--- config.mk ---
export PLATFORM = sky130hd
export DESIGN_NAME = dss_sequencer
export DESIGN_NICKNAME = d
export VERILOG_FILES = /design/src/design/dss_sequencer.v
export VERILOG_INCLUDE_DIRS = /design/src /design/src/inc
export SDC_FILE = /design/constraint.sdc
export NUM_CORES = 1
export LEC_CHECK = 0
export ABC_CLOCK_PERIOD_IN_PS = 4500
export BUFFER_PORTS_ARGS = -buffer_cell sky130_fd_sc_hd__buf_2
export CAP_MARGIN = 20
export CORE_MARGIN = 1
export CORE_UTILIZATION = 30
export CTS_BUF_LIST = sky130_fd_sc_hd__clkbuf_4
export DETAILED_ROUTE_END_ITERATION = 10
export GPL_TIMING_DRIVEN = 0
export SYNTH_ARGS = -nofsm -noshare
export SYNTH_HDL_FRONTEND = slang
export SYNTH_SLANG_ARGS = --single-unit
--- constraint.sdc ---
create_clock -name i_mclk -period 4.5 [get_ports i_mclk]
set_input_delay 0.225 -clock i_mclk [delete_from_list [all_inputs] [get_ports i_mclk]]
set_output_delay 0.225 -clock i_mclk [all_outputs]
set_load 0.005 [all_outputs]
--- src/inc/dss_defs.vh ---
// Constants for the display supply sequencer
`ifndef DSS_DEFS_VH
`define DSS_DEFS_VH

// Sequencer states
`define DSS_ST_IDLE      3'h0
`define DSS_ST_MAIN      3'h1
`define DSS_ST_NEG       3'h2
`define DSS_ST_POS       3'h3
`define DSS_ST_READY     3'h4
`define DSS_ST_FAULT     3'h5

// Switching clock rate in kHz (500 or 1000 by variant)
`define DSS_SW_RATE_KHZ  1000
// System clock rate in kHz
`define DSS_CLK_KHZ      100000
// Pump startup delay in switching periods, per pump
`define DSS_PUMP_PERIODS 4096
// Soft-start phase time in microseconds
`define DSS_SS_PHASE_US  1000
// Soft-start full limit bound in switching periods
`define DSS_SS_MAX_PER   3072

`endif
--- src/design/dss_sequencer.v ---
// Display supply sequencer: step-up switch control, pump drive and power-up order
`timescale 1ns/1ps
`include "dss_defs.vh"

module dss_sequencer #(
	parameter HAS_PUMPS      = 1,
	parameter SW_RATE_KHZ    = `DSS_SW_RATE_KHZ,
	parameter PUMP_PERIODS   = `DSS_PUMP_PERIODS,
	parameter SS_PHASE_US    = `DSS_SS_PHASE_US,
	parameter SS_MAX_PER     = `DSS_SS_MAX_PER
) (
	// Clock and reset
	input  wire       i_mclk,
	input  wire       i_rst_n,
	// Control input
	input  wire       i_power_down_n_input,
	// Analog comparator results
	input  wire       i_main_below_target,
	input  wire       i_pwm_trip,
	input  wire       i_main_in_reg,
	input  wire       i_negative_pump_feedback_low,
	input  wire       i_positive_pump_feedback_high,
	input  wire       i_fault_detect,
	// Enables and drives
	output reg        o_ref_en,
	output reg        o_ref_ground,
	output reg        o_main_en,
	output reg        o_ldo_en,
	output reg        o_soft_start,
	output reg  [1:0] o_ilim_step,
	output reg        o_pwm_hold_low,
	output reg        o_switch_on,
	output reg        o_neg_pump_en,
	output reg        o_pos_pump_en,
	output reg        o_pos_low_side,
	output reg        o_pos_high_side,
	output reg        o_neg_low_side,
	output reg        o_neg_high_side,
	output reg        o_backplane_buffer_en,
	output reg        o_ready_n_oe,
	output reg        o_fault
);

	// Oscillator period in system cycles
	localparam integer OSC_DIV  = (`DSS_CLK_KHZ / SW_RATE_KHZ);
	localparam integer SS_CYC   = (`DSS_CLK_KHZ / 1000) * SS_PHASE_US;
	localparam integer PUMP_DLY = 2 * PUMP_PERIODS;

	// ---------------------------------------------------------------
	// Oscillator divider
	// ---------------------------------------------------------------
	reg  [15:0] osc_cnt_q;
	wire        osc_tick = (osc_cnt_q == 16'h0000);
	reg         half_q;

	// One-cycle tick each oscillator period, pump phase toggles per tick
	always @(posedge i_mclk or negedge i_rst_n) begin
		if (!i_rst_n) begin
			osc_cnt_q <= 16'h0000;
			half_q    <= 1'b0;
		end else begin
			if (osc_tick) begin
				osc_cnt_q <= OSC_DIV[15:0] - 16'h0001;
				half_q    <= ~half_q;
			end else begin
				osc_cnt_q <= osc_cnt_q - 16'h0001;
			end
		end
	end

	// ---------------------------------------------------------------
	// Sequencer
	// ---------------------------------------------------------------
	reg  [2:0]  st_q;
	reg         pdn_prev_q;
	reg         pwm_prev_q;
	reg  [14:0] dly_q;
	reg  [17:0] ss_cnt_q;
	reg  [11:0] ss_per_q;

	// Power-down edge detect for fault clearing
	wire pdn_edge = (pdn_prev_q != i_power_down_n_input);

	// State advance; power-down forces idle so release restarts
	always @(posedge i_mclk or negedge i_rst_n) begin
		if (!i_rst_n) begin
			st_q       <= `DSS_ST_IDLE;
			pdn_prev_q <= 1'b0;
			pwm_prev_q <= 1'b0;
			dly_q      <= 15'h0000;
			o_fault    <= 1'b0;
		end else begin
			pdn_prev_q <= i_power_down_n_input;
			pwm_prev_q <= i_pwm_trip;
			if (pdn_edge)
				o_fault <= 1'b0;
			if (!i_power_down_n_input) begin
				st_q <= `DSS_ST_IDLE;
			end else begin
				case (st_q)
				`DSS_ST_IDLE: begin
					if (!o_fault) begin
						st_q       <= `DSS_ST_MAIN;
						pwm_prev_q <= 1'b0;
					end
				end
				`DSS_ST_MAIN: begin
					// Only the comparator matters, regulator state never checked
					if (i_pwm_trip != pwm_prev_q) begin
						st_q  <= `DSS_ST_NEG;
						dly_q <= 15'h0000;
					end
				end
				`DSS_ST_NEG: begin
					if (HAS_PUMPS != 0) begin
						if (i_negative_pump_feedback_low)
							st_q <= `DSS_ST_POS;
					end else if (osc_tick) begin
						if (dly_q == PUMP_DLY[14:0] - 15'h0001)
							st_q <= `DSS_ST_READY;
						else
							dly_q <= dly_q + 15'h0001;
					end
				end
				`DSS_ST_POS: begin
					if (i_positive_pump_feedback_high)
						st_q <= `DSS_ST_READY;
				end
				`DSS_ST_READY: begin
					if (i_fault_detect) begin
						st_q    <= `DSS_ST_FAULT;
						o_fault <= 1'b1;
					end
				end
				`DSS_ST_FAULT: begin
					// Held until power-down toggles
					if (!o_fault)
						st_q <= `DSS_ST_IDLE;
				end
				default: st_q <= `DSS_ST_IDLE;
				endcase
			end
		end
	end

	// ---------------------------------------------------------------
	// Soft-start current limit steps
	// ---------------------------------------------------------------
	wire ss_active = (st_q != `DSS_ST_IDLE) && (st_q != `DSS_ST_FAULT) && (o_ilim_step != 2'h3);

	// Raise a quarter each phase without regulation; bounded by periods
	always @(posedge i_mclk or negedge i_rst_n) begin
		if (!i_rst_n) begin
			o_ilim_step <= 2'h0;
			ss_cnt_q    <= 18'h00000;
			ss_per_q    <= 12'h000;
		end else if (st_q == `DSS_ST_IDLE || st_q == `DSS_ST_FAULT) begin
			o_ilim_step <= 2'h0;
			ss_cnt_q    <= 18'h00000;
			ss_per_q    <= 12'h000;
		end else if (ss_active) begin
			if (i_main_in_reg || ss_per_q >= SS_MAX_PER[11:0] - 12'h001) begin
				o_ilim_step <= 2'h3;
			end else if (ss_cnt_q == SS_CYC[17:0] - 18'h00001) begin
				ss_cnt_q    <= 18'h00000;
				o_ilim_step <= o_ilim_step + 2'h1;
			end else begin
				ss_cnt_q <= ss_cnt_q + 18'h00001;
			end
			if (osc_tick)
				ss_per_q <= ss_per_q + 12'h001;
		end
	end

	// ---------------------------------------------------------------
	// Switch flip-flop and output enables
	// ---------------------------------------------------------------
	reg tripped_q;
	wire run = (st_q != `DSS_ST_IDLE) && (st_q != `DSS_ST_FAULT);

	// Set on tick when low, reset on trip, no retrigger in same period
	always @(posedge i_mclk or negedge i_rst_n) begin
		if (!i_rst_n) begin
			o_switch_on <= 1'b0;
			tripped_q   <= 1'b0;
		end else if (!run) begin
			o_switch_on <= 1'b0;
			tripped_q   <= 1'b0;
		end else if (osc_tick) begin
			o_switch_on <= i_main_below_target;
			tripped_q   <= 1'b0;
		end else if (i_pwm_trip || tripped_q) begin
			o_switch_on <= 1'b0;
			tripped_q   <= 1'b1;
		end
	end

	// ---------------------------------------------------------------
	// Reference control
	// ---------------------------------------------------------------
	// Reference stays up through a fault, grounded only at power-down
	always @(posedge i_mclk or negedge i_rst_n) begin
		if (!i_rst_n) begin
			o_ref_en     <= 1'b0;
			o_ref_ground <= 1'b1;
		end else begin
			o_ref_en     <= i_power_down_n_input;
			o_ref_ground <= ~i_power_down_n_input;
		end
	end

	// ---------------------------------------------------------------
	// Main converter and linear regulator enables
	// ---------------------------------------------------------------
	// Regulator rides along with the main stage; its regulation gates nothing
	// Comparator held low in the main state only, until the first trip, so duty runs to its limits
	always @(posedge i_mclk or negedge i_rst_n) begin
		if (!i_rst_n) begin
			o_main_en      <= 1'b0;
			o_ldo_en       <= 1'b0;
			o_soft_start   <= 1'b0;
			o_pwm_hold_low <= 1'b0;
		end else begin
			o_main_en      <= run;
			o_ldo_en       <= run;
			o_soft_start   <= run && (o_ilim_step != 2'h3);
			o_pwm_hold_low <= (st_q == `DSS_ST_MAIN);
		end
	end

	// ---------------------------------------------------------------
	// Charge pump enables
	// ---------------------------------------------------------------
	// A pumpless build keeps both enables low but still walks the delay
	wire pumps_fitted = (HAS_PUMPS != 0);

	// Negative pump first, positive pump once the negative rail is nearly up
	always @(posedge i_mclk or negedge i_rst_n) begin
		if (!i_rst_n) begin
			o_neg_pump_en <= 1'b0;
			o_pos_pump_en <= 1'b0;
		end else begin
			o_neg_pump_en <= run && (st_q != `DSS_ST_MAIN) && pumps_fitted;
			o_pos_pump_en <= ((st_q == `DSS_ST_POS) || (st_q == `DSS_ST_READY)) && pumps_fitted;
		end
	end

	// ---------------------------------------------------------------
	// Charge pump phase drives
	// ---------------------------------------------------------------
	// Drives lag their enable by a cycle; the two sides of a pump never overlap
	// Positive pump charges on the low side first, negative on the high side
	always @(posedge i_mclk or negedge i_rst_n) begin
		if (!i_rst_n) begin
			o_pos_low_side  <= 1'b0;
			o_pos_high_side <= 1'b0;
			o_neg_low_side  <= 1'b0;
			o_neg_high_side <= 1'b0;
		end else begin
			o_pos_low_side  <= o_pos_pump_en && !half_q;
			o_pos_high_side <= o_pos_pump_en && half_q;
			o_neg_high_side <= o_neg_pump_en && !half_q;
			o_neg_low_side  <= o_neg_pump_en && half_q;
		end
	end

	// ---------------------------------------------------------------
	// Ready pin and backplane buffer
	// ---------------------------------------------------------------
	// Open-drain ready: enable high pulls the pin low, low leaves it floating
	always @(posedge i_mclk or negedge i_rst_n) begin
		if (!i_rst_n) begin
			o_backplane_buffer_en <= 1'b0;
			o_ready_n_oe          <= 1'b0;
		end else begin
			o_backplane_buffer_en <= (st_q == `DSS_ST_READY);
			o_ready_n_oe          <= (st_q == `DSS_ST_READY);
		end
	end

endmodule // dss_sequencer

==> impl_results.md <==
- Clock Tree Buf Depth: 2
- ANT nets after route: 0
- Die Width: 108 µm
- TNS Setup: 0 ps
- Clk pin slew, worst setup/hold paths: 110 ps
- Cell leakage power: 0.00178 µW
- Synth Instances: 342
- Pwr Density: 423 mW/mm²
- FFs w/ async S/R, synth: 1.00
- Hold path cells: 3
- Hold Crit Class: in -> reg
- Max Cap Viol: 0
- Core area: 0.0108 mm²
- Max Fclk: between 400 and 500 MHz
- Worst-path maximum fanout: 10
- Worst slew pin tran: 857 ps
- Antenna diode count: 0
- Setup Skew: 20.5 ps
- Die height: 108 µm
- Final hold vios: 0
- Seq cells post-synth: a little under 70
- DRC Markers: 0
- Largest net degree at the start of global routing: 69
- Clock sink total: 68
- Area of the multi-input gates: 0.00156 mm²
- Clock buffer count from CTS: 9
- Post-synth top flop: dfrtp_1
- Syn Area/Cell: 9.79 µm²
- Reg2reg setup slack: 2130 ps
- Fill cell count: around 1100
- All-layer global routing usage: 0.137
- Post-DP HPWL: 4810 µm
- Final wirelength: just over 7000 µm
- Vias/cell: 4.97
- Final slew viol count: 0
- Number of synthesized flops with an enable pin: 0
- Register Area: 0.00170 mm²
- Skew-Pair Late Insertion Delay: 430 ps
- CTS tree: done
- Maximum VDD drop: 153 µV
- DR pass1 iterations: 4
- Overflow after GRT: 0
- Status: completed
- H-tree Lvls: 3
- Arrival time at the worst endpoint: approximately 2700 ps
- Crit path kind: reg -> reg
- Worst rel slew slack: 0.429
- Crit end category: register
- Vias in the first global route: 2638
- Port bufs: 26
- Reg2reg start: st_q[2]
- RSZ-0062 raised after global routing: false
- First-pass GRT wire length: between 10000 and 15000 µm
- WP data required: approximately 4800 ps
- Vias: 2609
- Die ar.: 0.0116 mm²
- Yosys cell types: 50
- Worst Reg2Reg Path Length in Cells: 7
- Mapped Area: 0.00335 mm²
- Drt first-iter violations: 119
- Placer Congestion: roughly 0.81
- Critical R2R Capture: ss_cnt_q[5]
- YS warnings: 0
- Hold path start: i_main_below_target
- Fin nets: 395
- # rows: 38
- Ports: 27
- Area growth, synth to finish: 14.5%
- Period minus WS final: 2370 ps
- Initial Util: 0.309
- Period utilisation layout: 0.526
- CTS root buffer: clkbuf_4
- WHS Endpoint: o_switch_on
- WL/cell: 13.4 µm
- Register area share after synthesis: 0.509
- Total power: 1620 µW
- Setup violators final: 0
- Syn nets: 356
- Critical Path Source Type: register
- Post-cts gate resize count: 0
- Share of cells above drive strength 1: 0.135
- Initial antenna violation count: 0
-- flip-flops by register name, summed over array words and instances (netlist names), 2 cells and up --
| signal | count |
|---|---|
| st_q | 3 |
| o_ilim_step | 2 |
| osc_cnt_q | 16 |
| ss_per_q | 12 |
| ss_cnt_q | 18 |
-- layout by cell type (no fill, tap or decap), drive strengths merged, types with 8 or more instances in the layout --
cell type / count
a22o: 11
a21o: 8
nor3: 9
dfrtp: 67
nand4: 12
clkbuf: 18
buf: 31
nand3: 20
a21oi: 11
nand2: 28
nor2: 48
xor2: 16
xnor2: 10
-- repair_timing --
item | 4_1_cts | 5_1_grt
hold endpoints to repair | 69 | 0
setup buffers | 0 | 0
hold buffers | 2 | 0
-- Yosys cell counts, types with 5 or more instances --
| master | n | area share |
|---|---|---|
| nand2_1 | 28 | 0.031 |
| a22o_1 | 11 | 0.029 |
| and4_1 | 5 | 0.013 |
| xnor2_1 | 10 | 0.026 |
| and3_1 | 7 | 0.013 |
| nor2_1 | 48 | 0.054 |
| clkbuf_1 | 9 | 0.010 |
| xor2_1 | 16 | 0.042 |
| a21o_1 | 8 | 0.018 |
| nand3_1 | 20 | 0.030 |
| a21oi_1 | 11 | 0.016 |
| and2_1 | 7 | 0.013 |
| nor2b_1 | 5 | 0.0093 |
| inv_1 | 6 | 0.0067 |
| dfrtp_1 | 67 | 0.50 |
| nand4_1 | 12 | 0.022 |
| o21ai_0 | 6 | 0.0090 |
| nor3_1 | 9 | 0.013 |
| ha_1 | 5 | 0.019 |
-- how the worst max path moves through the flow --
| stage | from | to | slack (ps) |
|---|---|---|---|
| finish | st_q[2] | ss_cnt_q[5] | 2130 |
| global route | st_q[2] | ss_cnt_q[9] | 1970 |
| CTS | st_q[2] | ss_cnt_q[5] | 2110 |
| detailed placement | st_q[2] | ss_cnt_q[5] | 2170 |
| global placement | st_q[2] | ss_cnt_q[3] | 2190 |
| floorplan | osc_cnt_q[10] | osc_cnt_q[10] | 2570 |
-- routing by layer --
layer | vias up | GRT usage | part of all wire
met4 | 0 | 0.0411 | 0.010
met1 | 1267 | 0.176 | 0.48
met2 | 43 | 0.221 | 0.47
met3 | 6 | 0.0424 | 0.041
li1 | 1293 | - | -
met5 | - | 0 | 0
-- final cells by class --
| type | count | area share |
|---|---|---|
| plain buffers | 14 | 0.0167 |
| flip-flops and latches | 68 | 0.444 |
| repair buffers | 28 | 0.0398 |
| clock buffers | 9 | 0.0176 |
| clock inverters | 6 | 0.0232 |
| inverters | 6 | 0.00588 |
| well taps | 140 | 0.0457 |
| multi-input cells | 254 | 0.407 |
-- worst max-delay path: stages (launching register included) --
cell and delay [ps]:
dfrtp_1 370, buf_2 170, nor2b_1 150, nor3_1 540, inv_1 220, o21ai_1 360
o21ai_0 230, a22o_1 230
-- stage by stage --
stage / std cells / instance area, µm² / worst slack, ps / hold WS, ps / utilization
after global placement: 508 / 3650 / 2190 / 382 / 0.337
after global routing: 525 / 3830 / 1970 / 30.9 / 0.354
after CTS: 525 / 3830 / 2110 / 34.6 / 0.354
after floorplan: 342 / 3350 / 2570 / -70.6 / -
after detailed placement: 508 / 3660 / 2170 / 387 / 0.337
final: 525 / 3830 / 2130 / 55.6 / 0.354
-- cells by family after synthesis --
| family | after synthesis | share of synthesized area |
|---|---|---|
| adders and majority gates | 5 | 0.0187 |
| and+or+nand+nor | 167 | 0.259 |
| muxes | 1 | 0.00299 |
| AOI/OAI and AO/OA | 55 | 0.117 |
| DFF | 68 | 0.509 |
| xor gates and xnor gates | 26 | 0.0680 |
| buffers and inverters | 20 | 0.0258 |
-- report_power, final --
group | leakage, µW | internal [µW] | switching, µW
clock | 0.0000784 | 223 | 232
combinational | 0.000793 | 175 | 285
sequential | 0.000904 | 667 | 37.7
total | 0.00178 | 1070 | 554
Note: power is estimated with default switching activity, not from simulation.
